`src/design/pfc_consts.svh`:
```
// Purpose: constants for the parallel flash command host controller
// Assumes: 100 MHz sys_clk_i, byte-wide flash with 19 address bits
// Notes on behaviour
// RQ1 - array is 4 KB sectors; a 64 KB block is sixteen adjacent sectors
// RQ2 - smallest part lacks block erase; host still sends the 50h block erase command
// RQ3 - chip erase: AA/555, 55/2AA, 80/555, AA/555, 55/2AA, 10/555
// RQ4 - sector erase: erase prefix, then 30h to an address in the sector
// RQ5 - block erase: erase prefix, then 50h to an address in the block
// RQ6 - byte program: AA/555, 55/2AA, A0/555, then data to target address
// RQ7 - id entry: AA/555, 55/2AA, 90/555
// RQ8 - after id entry, reads return identification codes
// RQ9 - id reads: low address 0 gives maker code, 1 gives part code
// RQ10 - id exit: AA/555, 55/2AA, F0/555
// RQ11 - a single F0h write to any address also leaves id mode
// RQ12 - after id exit the device returns to normal array reads
// RQ13 - byte program finishes within 20 us, typical 16 us
// RQ14 - any erase finishes within 100 ms, typical 55 ms
// RQ15 - host toggles read strobes repeatedly to advance the toggle bit
// RQ16 - host toggles read strobes repeatedly to sample inverted-data status; the host here ends polling on line 6 alone and never checks line 7
// RQ17 - line 7 reads inverted data while programming, 0 while erasing
// RQ18 - line 6 alternates on successive reads while busy
// RQ19 - address latched on later falling edge, data on earlier rising edge
// RQ20 - programming only clears bits; erase alone sets them
// RQ21 - a mismatched sequence write returns the decoder to read mode
// RQ22 - while busy the device ignores commands and returns status
`ifndef PFC_CONSTS_SVH
`define PFC_CONSTS_SVH
`define PFC_ADDR_W 19
`define PFC_UNLOCK_ADDR1 19'h00555
`define PFC_UNLOCK_ADDR2 19'h002aa
`define PFC_UNLOCK_DATA1 8'haa
`define PFC_UNLOCK_DATA2 8'h55
`define PFC_CMD_ERASE_PRE 8'h80
`define PFC_CMD_CHIP_ERASE 8'h10
`define PFC_CMD_SECTOR_ERASE 8'h30
`define PFC_CMD_BLOCK_ERASE 8'h50
`define PFC_CMD_PROGRAM 8'ha0
`define PFC_CMD_ID_ENTRY 8'h90
`define PFC_CMD_ID_EXIT 8'hf0
`define PFC_ID_MAKER_ADDR 19'h00000
`define PFC_ID_PART_ADDR 19'h00001
`define PFC_SECTOR_BITS 12
`define PFC_BLOCK_BITS 16
`define PFC_CLK_NS 10
`define PFC_BUS_CYCLE_NS 80
`define PFC_BUS_CYCLES ((`PFC_BUS_CYCLE_NS + `PFC_CLK_NS - 1) / `PFC_CLK_NS)
`define PFC_PROG_MAX_US 20
`define PFC_ERASE_MAX_MS 100
`define PFC_PROG_CYCLES (`PFC_PROG_MAX_US * 1000 / `PFC_CLK_NS)
`define PFC_ERASE_CYCLES (`PFC_ERASE_MAX_MS * 1000000 / `PFC_CLK_NS)
`endif

```
`src/design/pfc_pkg.sv`:
```
// Purpose: types for the parallel flash command host controller
// Assumes: constants come from pfc_consts.svh
// Notes: command codes and the pin bundle
`default_nettype none
`include "pfc_consts.svh"
package pfc_pkg;
  typedef enum logic [2:0] {
    PFC_OP_READ, PFC_OP_PROGRAM, PFC_OP_CHIP_ERASE, PFC_OP_SECTOR_ERASE,
    PFC_OP_BLOCK_ERASE, PFC_OP_ID_ENTRY, PFC_OP_ID_EXIT, PFC_OP_ID_EXIT_SHORT
  } pfc_op_t;
  typedef struct packed {
    logic chip_sel_n;
    logic out_en_n;
    logic write_n;
    logic [`PFC_ADDR_W-1:0] addr;
    logic [7:0] dq_out;
    logic dq_oe_n;
  } pfc_pins_t;
  typedef struct packed {
    pfc_op_t op;
    logic [`PFC_ADDR_W-1:0] addr;
    logic [7:0] data;
  } pfc_req_t;
  typedef enum logic [2:0] {
    PFC_ST_IDLE, PFC_ST_SETUP, PFC_ST_STROBE, PFC_ST_RECOVER, PFC_ST_POLL_SETUP, PFC_ST_POLL_HOLD
  } pfc_state_t;
endpackage
`default_nettype wire

```
`src/design/pfc_host.sv`:
```
// Purpose: host controller driving a byte-wide parallel flash through its pins
// Assumes: flash pins sampled synchronously; one request at a time
// Notes: writes command steps, then for program and erase polls the toggle line until it stops
`default_nettype none
`include "pfc_consts.svh"
module pfc_host
  import pfc_pkg::*;
#(
  parameter int unsigned PROG_TIMEOUT = `PFC_PROG_CYCLES,
  parameter int unsigned ERASE_TIMEOUT = `PFC_ERASE_CYCLES
) (
  input wire logic sys_clk_i,
  input wire logic rst_i,
  input wire logic req_valid_i,
  input wire pfc_req_t req_i,
  output logic req_ready_o,
  output logic done_o,
  output logic [7:0] rdata_o,
  output logic timeout_o,
  output logic chip_sel_n_o,
  output logic out_en_n_o,
  output logic write_n_o,
  output logic [`PFC_ADDR_W-1:0] addr_o,
  output logic [7:0] dq_o,
  output logic dq_oe_n_o,
  input wire logic [7:0] dq_i
);
  typedef struct packed {
    pfc_state_t st;
    pfc_req_t req;
    logic [2:0] step;
    logic [2:0] nsteps;
    logic is_write;
    logic [3:0] cnt;
    logic [31:0] wait_cnt;
    logic have_prev;
    logic prev_tog;
    pfc_pins_t pins;
    logic done;
    logic tmo;
    logic [7:0] rdata;
  } pfc_host_state_t;

  pfc_host_state_t cur;
  pfc_host_state_t next_cur;

  ////////////////////////////////////////////////////////////////////////
  // step table: address and data of each command cycle
  function automatic logic [`PFC_ADDR_W+7:0] step_word(input pfc_req_t r, input logic [2:0] s);
    logic [`PFC_ADDR_W+7:0] w;
    w = {`PFC_UNLOCK_ADDR1, `PFC_UNLOCK_DATA1};
    if (r.op == PFC_OP_ID_EXIT_SHORT) begin
      w = {r.addr, `PFC_CMD_ID_EXIT}; // [RQ11]
    end else if (s == 3'd1 || s == 3'd4) begin
      w = {`PFC_UNLOCK_ADDR2, `PFC_UNLOCK_DATA2};
    end else if (s == 3'd2) begin
      case (r.op)
        PFC_OP_PROGRAM: w = {`PFC_UNLOCK_ADDR1, `PFC_CMD_PROGRAM}; // [RQ6]
        PFC_OP_ID_ENTRY: w = {`PFC_UNLOCK_ADDR1, `PFC_CMD_ID_ENTRY}; // [RQ7]
        PFC_OP_ID_EXIT: w = {`PFC_UNLOCK_ADDR1, `PFC_CMD_ID_EXIT}; // [RQ10]
        default: w = {`PFC_UNLOCK_ADDR1, `PFC_CMD_ERASE_PRE};
      endcase
    end else if (s == 3'd3) begin
      if (r.op == PFC_OP_PROGRAM) begin
        w = {r.addr, r.data}; // [RQ6]
      end else begin
        w = {`PFC_UNLOCK_ADDR1, `PFC_UNLOCK_DATA1};
      end
    end else if (s == 3'd5) begin
      case (r.op)
        PFC_OP_SECTOR_ERASE: w = {r.addr, `PFC_CMD_SECTOR_ERASE}; // [RQ4] [RQ1]
        PFC_OP_BLOCK_ERASE: w = {r.addr, `PFC_CMD_BLOCK_ERASE}; // [RQ5] [RQ2]
        default: w = {`PFC_UNLOCK_ADDR1, `PFC_CMD_CHIP_ERASE}; // [RQ3]
      endcase
    end
    return w;
  endfunction

  // number of bus write cycles each request needs before polling
  function automatic logic [2:0] step_count(input pfc_op_t op);
    case (op)
      PFC_OP_READ: return 3'd0;
      PFC_OP_ID_EXIT_SHORT: return 3'd1;
      PFC_OP_ID_ENTRY, PFC_OP_ID_EXIT: return 3'd3;
      PFC_OP_PROGRAM: return 3'd4;
      default: return 3'd6;
    endcase
  endfunction

  ////////////////////////////////////////////////////////////////////////
  always_comb begin
    logic [`PFC_ADDR_W+7:0] w;
    logic busy_op;
    w = step_word(cur.req, cur.step);
    busy_op = cur.req.op == PFC_OP_PROGRAM || cur.req.op == PFC_OP_CHIP_ERASE ||
              cur.req.op == PFC_OP_SECTOR_ERASE || cur.req.op == PFC_OP_BLOCK_ERASE;
    next_cur = cur;
    next_cur.done = 1'b0;
    case (cur.st)
      PFC_ST_IDLE: begin
        // strobes parked high so the flash never sees a stray cycle
        next_cur.pins.chip_sel_n = 1'b1;
        next_cur.pins.out_en_n = 1'b1;
        next_cur.pins.write_n = 1'b1;
        next_cur.pins.dq_oe_n = 1'b1;
        if (req_valid_i) begin
          next_cur.req = req_i;
          next_cur.step = 3'd0;
          next_cur.nsteps = step_count(req_i.op);
          next_cur.is_write = req_i.op != PFC_OP_READ;
          next_cur.tmo = 1'b0;
          next_cur.st = PFC_ST_SETUP;
        end
      end
      PFC_ST_SETUP: begin
        // address and data are driven on the same clock edge as the falling strobes
        next_cur.pins.addr = cur.is_write ? w[`PFC_ADDR_W+7:8] : cur.req.addr; // [RQ9]
        next_cur.pins.dq_out = w[7:0];
        next_cur.pins.dq_oe_n = ~cur.is_write;
        next_cur.pins.chip_sel_n = 1'b0;
        next_cur.pins.write_n = ~cur.is_write; // [RQ19]
        next_cur.pins.out_en_n = cur.is_write;
        next_cur.cnt = 4'(`PFC_BUS_CYCLES);
        next_cur.st = PFC_ST_STROBE;
      end
      PFC_ST_STROBE: begin
        next_cur.cnt = cur.cnt - 4'd1;
        if (cur.cnt == 4'd1) begin
          // raising both strobes together ends the cycle with data still held
          next_cur.pins.write_n = 1'b1; // [RQ19]
          next_cur.pins.out_en_n = 1'b1;
          next_cur.pins.chip_sel_n = 1'b1;
          if (!cur.is_write) begin
            next_cur.rdata = dq_i; // [RQ8] [RQ12]
          end
          next_cur.cnt = 4'(`PFC_BUS_CYCLES);
          next_cur.st = PFC_ST_RECOVER;
        end
      end
      PFC_ST_RECOVER: begin
        next_cur.cnt = cur.cnt - 4'd1;
        if (cur.cnt == 4'd1) begin
          next_cur.pins.dq_oe_n = 1'b1;
          next_cur.step = cur.step + 3'd1;
          if (cur.is_write && cur.step + 3'd1 < cur.nsteps) begin
            next_cur.st = PFC_ST_SETUP;
          end else if (cur.is_write && busy_op) begin
            // no further commands until the device reports completion
            next_cur.have_prev = 1'b0; // [RQ22]
            next_cur.wait_cnt = '0;
            next_cur.st = PFC_ST_POLL_SETUP;
          end else begin
            next_cur.done = 1'b1;
            next_cur.st = PFC_ST_IDLE;
          end
        end
      end
      PFC_ST_POLL_SETUP: begin
        // each poll is a fresh read strobe so the status line advances
        next_cur.pins.chip_sel_n = 1'b0; // [RQ15] [RQ16]
        next_cur.pins.out_en_n = 1'b0;
        next_cur.pins.addr = cur.req.addr;
        next_cur.cnt = 4'(`PFC_BUS_CYCLES);
        next_cur.wait_cnt = cur.wait_cnt + 32'd1;
        next_cur.st = PFC_ST_POLL_HOLD;
      end
      PFC_ST_POLL_HOLD: begin
        next_cur.cnt = cur.cnt - 4'd1;
        next_cur.wait_cnt = cur.wait_cnt + 32'd1;
        if (cur.cnt == 4'd1) begin
          next_cur.pins.chip_sel_n = 1'b1;
          next_cur.pins.out_en_n = 1'b1;
          next_cur.have_prev = 1'b1;
          next_cur.prev_tog = dq_i[6];
          next_cur.rdata = dq_i;
          // two equal reads of the toggle line in a row mean the part is idle
          if (cur.have_prev && cur.prev_tog == dq_i[6]) begin
            next_cur.done = 1'b1; // [RQ18] [RQ17] [RQ20]
            next_cur.st = PFC_ST_IDLE;
          end else if (cur.wait_cnt >= ((cur.req.op == PFC_OP_PROGRAM) ? PROG_TIMEOUT : ERASE_TIMEOUT)) begin
            // give up instead of hanging the requester on a stuck part
            next_cur.tmo = 1'b1; // [RQ13] [RQ14]
            next_cur.done = 1'b1;
            next_cur.st = PFC_ST_IDLE;
          end else begin
            next_cur.st = PFC_ST_POLL_SETUP;
          end
        end
      end
      default: next_cur.st = PFC_ST_IDLE;
    endcase
  end

  ////////////////////////////////////////////////////////////////////////
  // strobes reset high so a reset mid-cycle cannot leave a write pending
  always_ff @(posedge sys_clk_i) begin
    if (rst_i) begin
      cur <= '0;
      cur.st <= PFC_ST_IDLE;
      cur.pins.chip_sel_n <= 1'b1;
      cur.pins.out_en_n <= 1'b1;
      cur.pins.write_n <= 1'b1;
      cur.pins.dq_oe_n <= 1'b1;
    end else begin
      cur <= next_cur;
    end
  end

  ////////////////////////////////////////////////////////////////////////
  // ready is combinational; every pin comes straight from a flop
  assign req_ready_o = cur.st == PFC_ST_IDLE;
  assign done_o = cur.done;
  assign rdata_o = cur.rdata;
  assign timeout_o = cur.tmo;
  assign chip_sel_n_o = cur.pins.chip_sel_n;
  assign out_en_n_o = cur.pins.out_en_n;
  assign write_n_o = cur.pins.write_n;
  assign addr_o = cur.pins.addr;
  assign dq_o = cur.pins.dq_out;
  assign dq_oe_n_o = cur.pins.dq_oe_n;
endmodule
`default_nettype wire

```
`config.mk`:
```
export PLATFORM = sky130hd
export DESIGN_NAME = pfc_host
export DESIGN_NICKNAME = d
export VERILOG_FILES = /design/src/design/pfc_pkg.sv /design/src/design/pfc_host.sv
export VERILOG_INCLUDE_DIRS = /design/src /design/src/design
export SDC_FILE = /design/constraint.sdc
export NUM_CORES = 1
export LEC_CHECK = 0
export BUFFER_PORTS_ARGS = -buffer_cell sky130_fd_sc_hd__buf_2
export CAP_MARGIN = 20
export CORE_UTILIZATION = 60
export CTS_CLUSTER_SIZE = 25
export DETAILED_ROUTE_END_ITERATION = 8
export PLACE_DENSITY_LB_ADDON = 0.25
export SETUP_SLACK_MARGIN = 0.3
export SLEW_MARGIN = 20
export SYNTH_ARGS = -nofsm -noshare
export SYNTH_HDL_FRONTEND = slang
export SYNTH_SLANG_ARGS = --single-unit
```
`constraint.sdc`:
```
create_clock -name sys_clk_i -period 4.81 [get_ports sys_clk_i]
set_clock_uncertainty 0.05 [all_clocks]
set_input_delay 0.2405 -clock sys_clk_i [delete_from_list [all_inputs] [get_ports sys_clk_i]]
set_output_delay 0.2405 -clock sys_clk_i [all_outputs]
set_load 0.005 [all_outputs]
```
# After elaboration in Yosys (flattened, before gate mapping)
# Index checks and enable logic that the tools add are counted.
# totals
ff_bits	119
wordCells	141
input_bits	41
# op_classes
eq_ne	32
n_reduce_logical	35
add_sub_neg	3
mux	48
n_lt_le_gt_ge	2
bitwise_logic	1
# op_table
cell	n
27-bit 2-to-1 mux	6
33-bit 2-to-1 mux	3
32-bit case mux with 2 select lines	1
27-bit case mux with 2 select lines	1
40-bit 2-to-1 mux	1
19-bit case mux with 2 select lines	1
3-bit equality test (second input constant)	11
32-bit by 1-bit adder with 32-bit output (second input constant)	1
32-bit by 24-bit >= comparator with 1-bit output	1
3-bit 2-to-1 mux	9
24-bit 2-to-1 mux	1
7-bit case mux with 3 select lines	1
19-bit 2-to-1 mux	1
3-bit by 2-bit equality test with 1-bit output (second input constant)	6
2-bit != test (second input constant)	9
3-bit case mux with 6 select lines	1
8-bit 2-to-1 mux	2
8-bit case mux with 2 select lines	1
3-bit by 1-bit equality test with 1-bit output (second input constant)	4
3-bit case mux with 4 select lines	1
4-bit case mux with 3 select lines	1
4-bit AND reduction	3
2-bit nonzero test	6
3-bit nonzero test	4
other kinds (22)	45

# Logic depth before layout (Yosys ltp)
# Gate-level depths: netlist (run 1).
# depth
word_depth	9
ltp_mapped	11
ltp_nobuf	10

# Worst setup path before layout (run 1)
# Ideal clock, no wire load.
# synth_path
kind	register -> register
start	register cur[83] (netlist name)
end	register cur[54] (netlist name)
arrival_ns	2.272
setup_time_ns	0.124
synth_period_minus_slack_ns	2.446
setup_slack_ns	2.364
required_ns	4.636
path_stages_with_launch	12
cell_sequence	dfxtp_1 -> ha_1 -> ha_1 -> inv_1 -> ha_1 -> or3b_1 -> o311a_2 -> o21ai_4 -> buf_6 -> nor2_1 -> a21oi_1 -> nor3_1
# synth_between
elab_chain_cells	5
# synth_lines
item	line_no	text
from (decl)	pfc_host.sv:44	pfc_host_state_t cur;
from (signal assigned)	pfc_host.sv:205	cur <= next_cur;
3-bit by 1-bit adder with 3-bit output	pfc_host.sv:145	if (cur.is_write && cur.step + 3'd1 < cur.nsteps) begin
3-bit < comparator	pfc_host.sv:145	
1-bit logical AND	pfc_host.sv:145	
2-bit != test (no line)	n/a	
4-bit AND reduction (no line)	n/a	
# Every way passes these cells.
# A chain may end at the register's enable or synchronous reset.

# Worst setup path in the final report (run 1)
# Ends and elaborated chain as after synthesis.

==> qor.csv, run 1 <==
metric;value;unit
cp-start-kind;flip-flop;
port_buffers;82;
hold_violations;0;
p_sw;799;µW
clk_latency;0.52;ns
ys_warn_count;0;
drc;0;
syn_avg_cell_area;8.27;µm²
place_area;0.00604;mm²
wl_per_cell;15.6;µm
clock_power_share;45.1;%
fin_crit_sh;61.3;%
max_stage_delay;0.77;ns
maxSlewViolCount;0;
syn_inst;709;
track_usage;29.8;%
gp_congestion;0.882;
grt.overflow.total;0;
clkTransAtPathRegs;0.07;ns
rsz0062_at_grt;false;
path_common_cell;ha_1;
hpwl;8900;µm
coreArea;0.00937;mm²
ys.flop_type;dfxtp_1;
max_freq;339;MHz
htreeDepth;4;
fin_tns_setup;0;ns
powerDensity;380;mW/mm²
cts_buffers;17;
path_max_fanout;28;
peakVddDrop;0.000270;V
via_count;5339;
nFillCells;688;
stdcell_count;926;
antenna_left;0;
syn_nets;763;
pin_count;83;
drt_wl_total;14400;µm
finalPower;2660;µW
layout-drive-gt1-share;19.1;%
die_y;101;µm
yosysSeqAreaShare;40.6;%
rows;35;
antennaDiodeCount;0;
grt_pass1_vias;5155;
critPathTopFamily;compound AO/OA/AOI/OAI gates;
p_leak;0.00272;µW
p_seq_share;41.5;%
cp_data_required_time;5.13;ns
grt_antenna_before_repair;0;
area_growth;19.2;%
timing.slew.headroom;38.7;%
path_cells;inv_1, ha_1, ha_1, a21boi_0, o31ai_1, nor2_1, a21o_1, nor3_1;
synthDistinctLibCells;74;
critPathKind;flip-flop to flip-flop;
cp-end-kind;flip-flop;
dp_cells;856;
cts_root_buffer;clkbuf_8;
cts_tree;built;
setup_viol;0;
postLayoutCellArea;0.00699;mm²
p_int;1860;µW
worstPathArrival;3.26;ns
fin_crit;2.95;ns
die-area;0.0102;mm²
p_comb_share;13.3;%
ys_seq_elements;119;
grt_pass1_wl;23900;µm
hold_class;primary input to flip-flop;
grt_max_degree;46;
swShare;30.1;%
maxCapViolations;0;
clock_sinks;119;
drt-initial-drc-count;297;
status;finished, final reports clean;
clk_path_buf_depth;2;
synthArstFlopShare;0;%
worst_pin_slew;0.919;ns
die_w;101;µm
cp_slowest_cell;a21o_1;
start_util;62.6;%
cts-resized-gates;0;
nNetsFinal;838;
drtPass1Iterations;5;
path_buf_inv;1;
holdWs;0.121;ns
post_drt_via_cell_ratio;5.77;
synth_area;0.00586;mm²
synth_enable_flop_cells;0;
-- Yosys cell counts (all sizes together), types with 3 or more instances --
cell / count / area [µm²]
a211oi: 8 / 60.1
nand3b: 3 / 26.3
ha: 13 / 163
or3: 7 / 43.8
nand3: 17 / 90.1
a21oi: 68 / 352
a22oi: 4 / 30.0
mux2: 3 / 33.8
inv: 22 / 82.6
nor3: 26 / 156
o211ai: 6 / 45.0
o22ai: 5 / 31.3
dfxtp: 119 / 2380
clkbuf: 16 / 61.3
nand2b: 8 / 50.1
nor2: 82 / 310
buf: 50 / 352
mux2i: 12 / 120
a31oi: 3 / 25.0
xnor2: 23 / 201
nor2b: 3 / 18.8
nand2: 109 / 409
xor2: 5 / 43.8
and3: 3 / 23.8
a22o: 8 / 70.1
o221a: 5 / 56.3
nor4: 7 / 58.8
nand4: 9 / 56.3
o21ai: 28 / 151
-- worst register-to-register path, cell delays in order (launching register included) --
cell and delay [ns]:
dfxtp_1 0.43, inv_1 0.10, ha_1 0.32, ha_1 0.28
a21boi_0 0.29, o31ai_1 0.16, nor2_1 0.24, a21o_1 0.77
nor3_1 0.15
-- logic make-up after synthesis --
| kind of cell | after synthesis | synth area share [%] |
|---|---|---|
| DFF | 119 | 40.6 |
| adders and majority gates | 13 | 2.77 |
| muxes | 15 | 2.62 |
| and+or+nand+nor | 287 | 23.4 |
| buffers and inverters | 89 | 8.51 |
| xor gates and xnor gates | 28 | 4.18 |
| AOI/OAI and AO/OA | 158 | 17.9 |
-- layer usage --
layer	GRT usage, %	wire (µm)
met1	37.7	6230
met2	49.5	7070
met3	5.96	765
met4	13.0	342
met5	0	0
-- registers in the layout (all words and copies together) (netlist names), 8 cells and up --
name and count:
addr_o 19, cur 78, dq_o 8, rdata_o 8
-- timing repair --
action                                  CTS  global route
endpoints found under the hold margin    39             0
hold buffers                             38             0
setup buffers                             0             0
endpoints found under the setup margin    0             0
-- through the flow --
step           utilization [%]  worst slack [ns]
6_report                  74.6              1.86
5_1_grt                   74.6              1.57
4_1_cts                   74.5              1.90
3_5_place_dp              64.4              1.94
3_3_place_gp              64.4              2.09
2_1_floorplan                -              2.36
-- final timing paths --
kind | start | to | slack (ns) | cells past startpoint
min reg2reg | addr_o[6] | addr_o[6] | 0.40 | 2
max | cur[83] | cur[54] | 1.86 | 8
min | req_valid_i | cur[116] | 0.12 | 5
max reg2reg | cur[83] | cur[54] | 1.86 | 8
-- power by group through the flow --
| stage | clock network (µW) | registers (µW) | logic (µW) |
|---|---|---|---|
| floorplan | 0 | 1100 | 271 |
| global placement | 0 | 1120 | 310 |
| detailed placement | 0 | 1120 | 319 |
| CTS | 1220 | 1100 | 347 |
| global route | 1260 | 1110 | 394 |
| finish | 1200 | 1100 | 355 |
-- final cells by class --
class,instances,area [µm²],area share [%]
clock buffer,17,414,5.93
clock inverter,15,154,2.20
inverter,23,86.3,1.24
multi-input combinational,501,2980,42.7
sequential,119,2380,34.1
tap,129,161,2.31
timing repair buffer,122,806,11.5
-- cells in the final DEF, fill, tap and decap left out, drive strengths merged, types with 6 or more instances in the layout --
| cell type | instances |
|---|---|
| nand2 | 109 |
| nand2b | 8 |
| nand4 | 9 |
| nor3 | 26 |
| nor4 | 7 |
| o211ai | 6 |
| mux2i | 12 |
| or3 | 7 |
| inv | 31 |
| o21ai | 28 |
| a21oi | 68 |
| nor2 | 82 |
| buf | 84 |
| a22o | 8 |
| xnor2 | 23 |
| ha | 13 |
| nand3 | 17 |
| a211oi | 8 |
| clkbuf | 17 |
| dlygate4sd3 | 38 |
| dfxtp | 119 |
No activity file was read; power rests on OpenSTA's default activity.
==> run 2: changes to the inputs <==
--- a/config.mk
+++ b/config.mk
@@ -8,7 +8,7 @@
 export LEC_CHECK = 0
 export BUFFER_PORTS_ARGS = -buffer_cell sky130_fd_sc_hd__buf_2
 export CAP_MARGIN = 20
-export CORE_UTILIZATION = 60
+export CORE_UTILIZATION = 52
 export CTS_CLUSTER_SIZE = 25
 export DETAILED_ROUTE_END_ITERATION = 8
 export PLACE_DENSITY_LB_ADDON = 0.25
==> constraint.sdc (replaced) <==
create_clock -name sys_clk_i -period 2.7 [get_ports sys_clk_i]
set_clock_uncertainty 0.05 [all_clocks]
set_input_delay 0.135 -clock sys_clk_i [delete_from_list [all_inputs] [get_ports sys_clk_i]]
set_output_delay 0.135 -clock sys_clk_i [all_outputs]
set_load 0.005 [all_outputs]
==> run 2 against run 1 <==
- setup slack worse by 1.7 ns
- sequential cell count is the same
- sequential power increased by 77%
- worst hold slack got worse by 0.0050 ns
- critical endpoint is now cur[53]
- largest power group unchanged
- non-clock buffer count is 43 higher
- register-to-register slack worse by 1.7 ns
- sequential share of layout area decreased by 2.9 points
- core utilization down 4.4 points
- wire length rose by 10%
- die area increased by 15%
==> qor.csv, run 2 (synthesized netlist as in run 1, its figures left out) <==
metric;value;unit;change
status;finished, final reports clean;;
grt_antenna_before_repair;0;;unchanged
rows;38;;+8.6%
cts_tree;built;;
rsz0062_at_grt;true;;
worstPathArrival;2.78;ns;-0.48 ns
wl_per_cell;16.2;µm;+4.0%
worst_pin_slew;0.682;ns;-0.237 ns
cp-end-kind;flip-flop;;
crit_start;cur[84];;
antennaDiodeCount;0;;unchanged
cts_root_buffer;clkbuf_16;;
peakVddDrop;0.000450;V;+67%
fin_crit;2.51;ns;-0.432 ns
port_buffers;82;;unchanged
p_sw;1350;µW;+69%
clk_path_buf_depth;2;;unchanged
track_usage;27.1;%;-2.8 points
layout-drive-gt1-share;27.1;%;+8.0 points
grt.overflow.total;0;;unchanged
grt_max_degree;35;;-24%
clock_power_share;45.3;%;+0.2 points
layout_commonest_cell;dfxtp_1;;
worstReg2RegStart;cur[84];;
grt_pass1_wl;24700;µm;+3.4%
die_y;108;µm;+7.3%
regMostFlops;cur;;
cp-start-kind;flip-flop;;
hold_class;primary input to flip-flop;;
path_max_fanout;4;;-86%
p_seq_share;39.9;%;-1.6 points
p_leak;0.00310;µW;+14%
clock_sinks;119;;unchanged
clk_latency;0.42;ns;-0.10 ns
wl_met1;6680;µm;+7.3%
nNetsFinal;883;;+5.4%
hold_violations;0;;unchanged
htreeDepth;4;;unchanged
timing.slew.headroom;54.3;%;+16 points
wl_met3;1060;µm;+38%
cp_data_required_time;2.96;ns;-2.17 ns
drt_wl_total;15900;µm;+10%
drtPass1Iterations;5;;unchanged
p_int;3540;µW;+91%
fin_crit_sh;93.1;%;+32 points
die-area;0.0117;mm²;+15%
most-common-layout-cells;116 x dfxtp_1, 108 x nand2_1, 82 x buf_2;;
wl_met2;7770;µm;+9.8%
via_count;5605;;+5.0%
gp_congestion;0.890;;+0.93%
pin_count;83;;unchanged
area_growth;30.9;%;
die_w;108;µm;+7.3%
drt-initial-drc-count;484;;+63%
drc;0;;unchanged
start_util;53.6;%;-8.9 points
max_freq;398;MHz;+17%
p_comb_share;14.8;%;+1.5 points
setup_viol;0;;unchanged
grt_pass1_vias;5186;;+0.60%
maxCapViolations;0;;unchanged
critPathKind;flip-flop to flip-flop;;
powerDensity;638;mW/mm²;+68%
min_from;req_valid_i;;
hpwl;9760;µm;+9.6%
post_drt_via_cell_ratio;5.71;;-1.0%
holdWs;0.116;ns;-0.00504 ns
clkTransAtPathRegs;0.06;ns;about the same
coreArea;0.0109;mm²;+17%
antenna_left;0;;unchanged
fin_tns_setup;0;ns;unchanged
cts_buffers;17;;unchanged
maxSlewViolCount;0;;unchanged
swShare;27.6;%;-2.5 points
nFillCells;811;;+18%
largest_reg_flops;78;;unchanged
place_area;0.00625;mm²;+3.5%
postLayoutCellArea;0.00767;mm²;+9.8%
dr.max_layer_used;met4;;
[run 2: cell types whose count changed in the layout (fill, tap and decap cells not counted), moves of 4 or more]
| cell | change |
|---|---|
| clkinv_2 | +4 |
| nor2_1 | -5 |
| nor3_1 | -6 |
| buf_4 | +36 |
| inv_8 | -4 |
| nor2_2 | +4 |
[run 2: path summary, 6_finish.rpt]
check / endpoint / slack, ns / cells past startpoint
min reg2reg: addr_o[8] / 0.40 / 2
min: cur[116] / 0.12 / 5
max reg2reg: cur[53] / 0.19 / 12
max: cur[53] / 0.19 / 12
[run 2: per-stage QoR]
step                util, %  power [µW]  setup slack (ns)  cells
floorplan                 -        2440             0.308    709
CTS                    68.3        4860             0.244    971
global route           70.2        5080             0.120    982
finish                 70.2        4890             0.185    982
detailed placement     57.2        2610            0.0260    889
global placement       57.2        2590             0.190    889
[run 2: final cells by class]
cell class	instances	area [µm²]	area share, %
Clock buffer	17	425	5.54
Inverter	23	88.8	1.16
Tap cell	140	175	2.28
Sequential cell	119	2390	31.2
Multi-Input combinational cell	503	3230	42.1
Clock inverter	15	155	2.02
Timing Repair Buffer	165	1200	15.7
[run 2: critical path, stage by stage (launching register included)]
cell     delay, ns
dfxtp_4       0.36
ha_4          0.16
ha_4          0.26
inv_4         0.03
ha_4          0.20
or3b_4        0.38
o311a_4       0.17
o21ai_4       0.21
buf_6         0.15
buf_16        0.12
nor3_4        0.04
xnor2_1       0.20
nor2_1        0.07
[run 2: layer usage]
layer | global-route usage, % | vias up
met4 | 11.7 | 0
met2 | 45.2 | 238
met3 | 5.61 | 43
met1 | 33.6 | 2651
li1 | - | 2673
met5 | 0 | -
[run 2: power by group through the flow]
stage	combinational, µW	clock, µW	sequential (µW)
floorplan	486	0	1960
global placement	610	0	1980
global route	796	2320	1970
finish	724	2220	1950
detailed placement	624	0	1990
CTS	685	2230	1950
[run 2: what timing repair did]
item,CTS,global route
hold buffers,38,0
pin swaps,11,31
gates cloned,3,1
endpoints found under the hold margin,39,0
setup endpoints to repair,38,43
buffers inserted,9,10
gates resized for setup,24,24
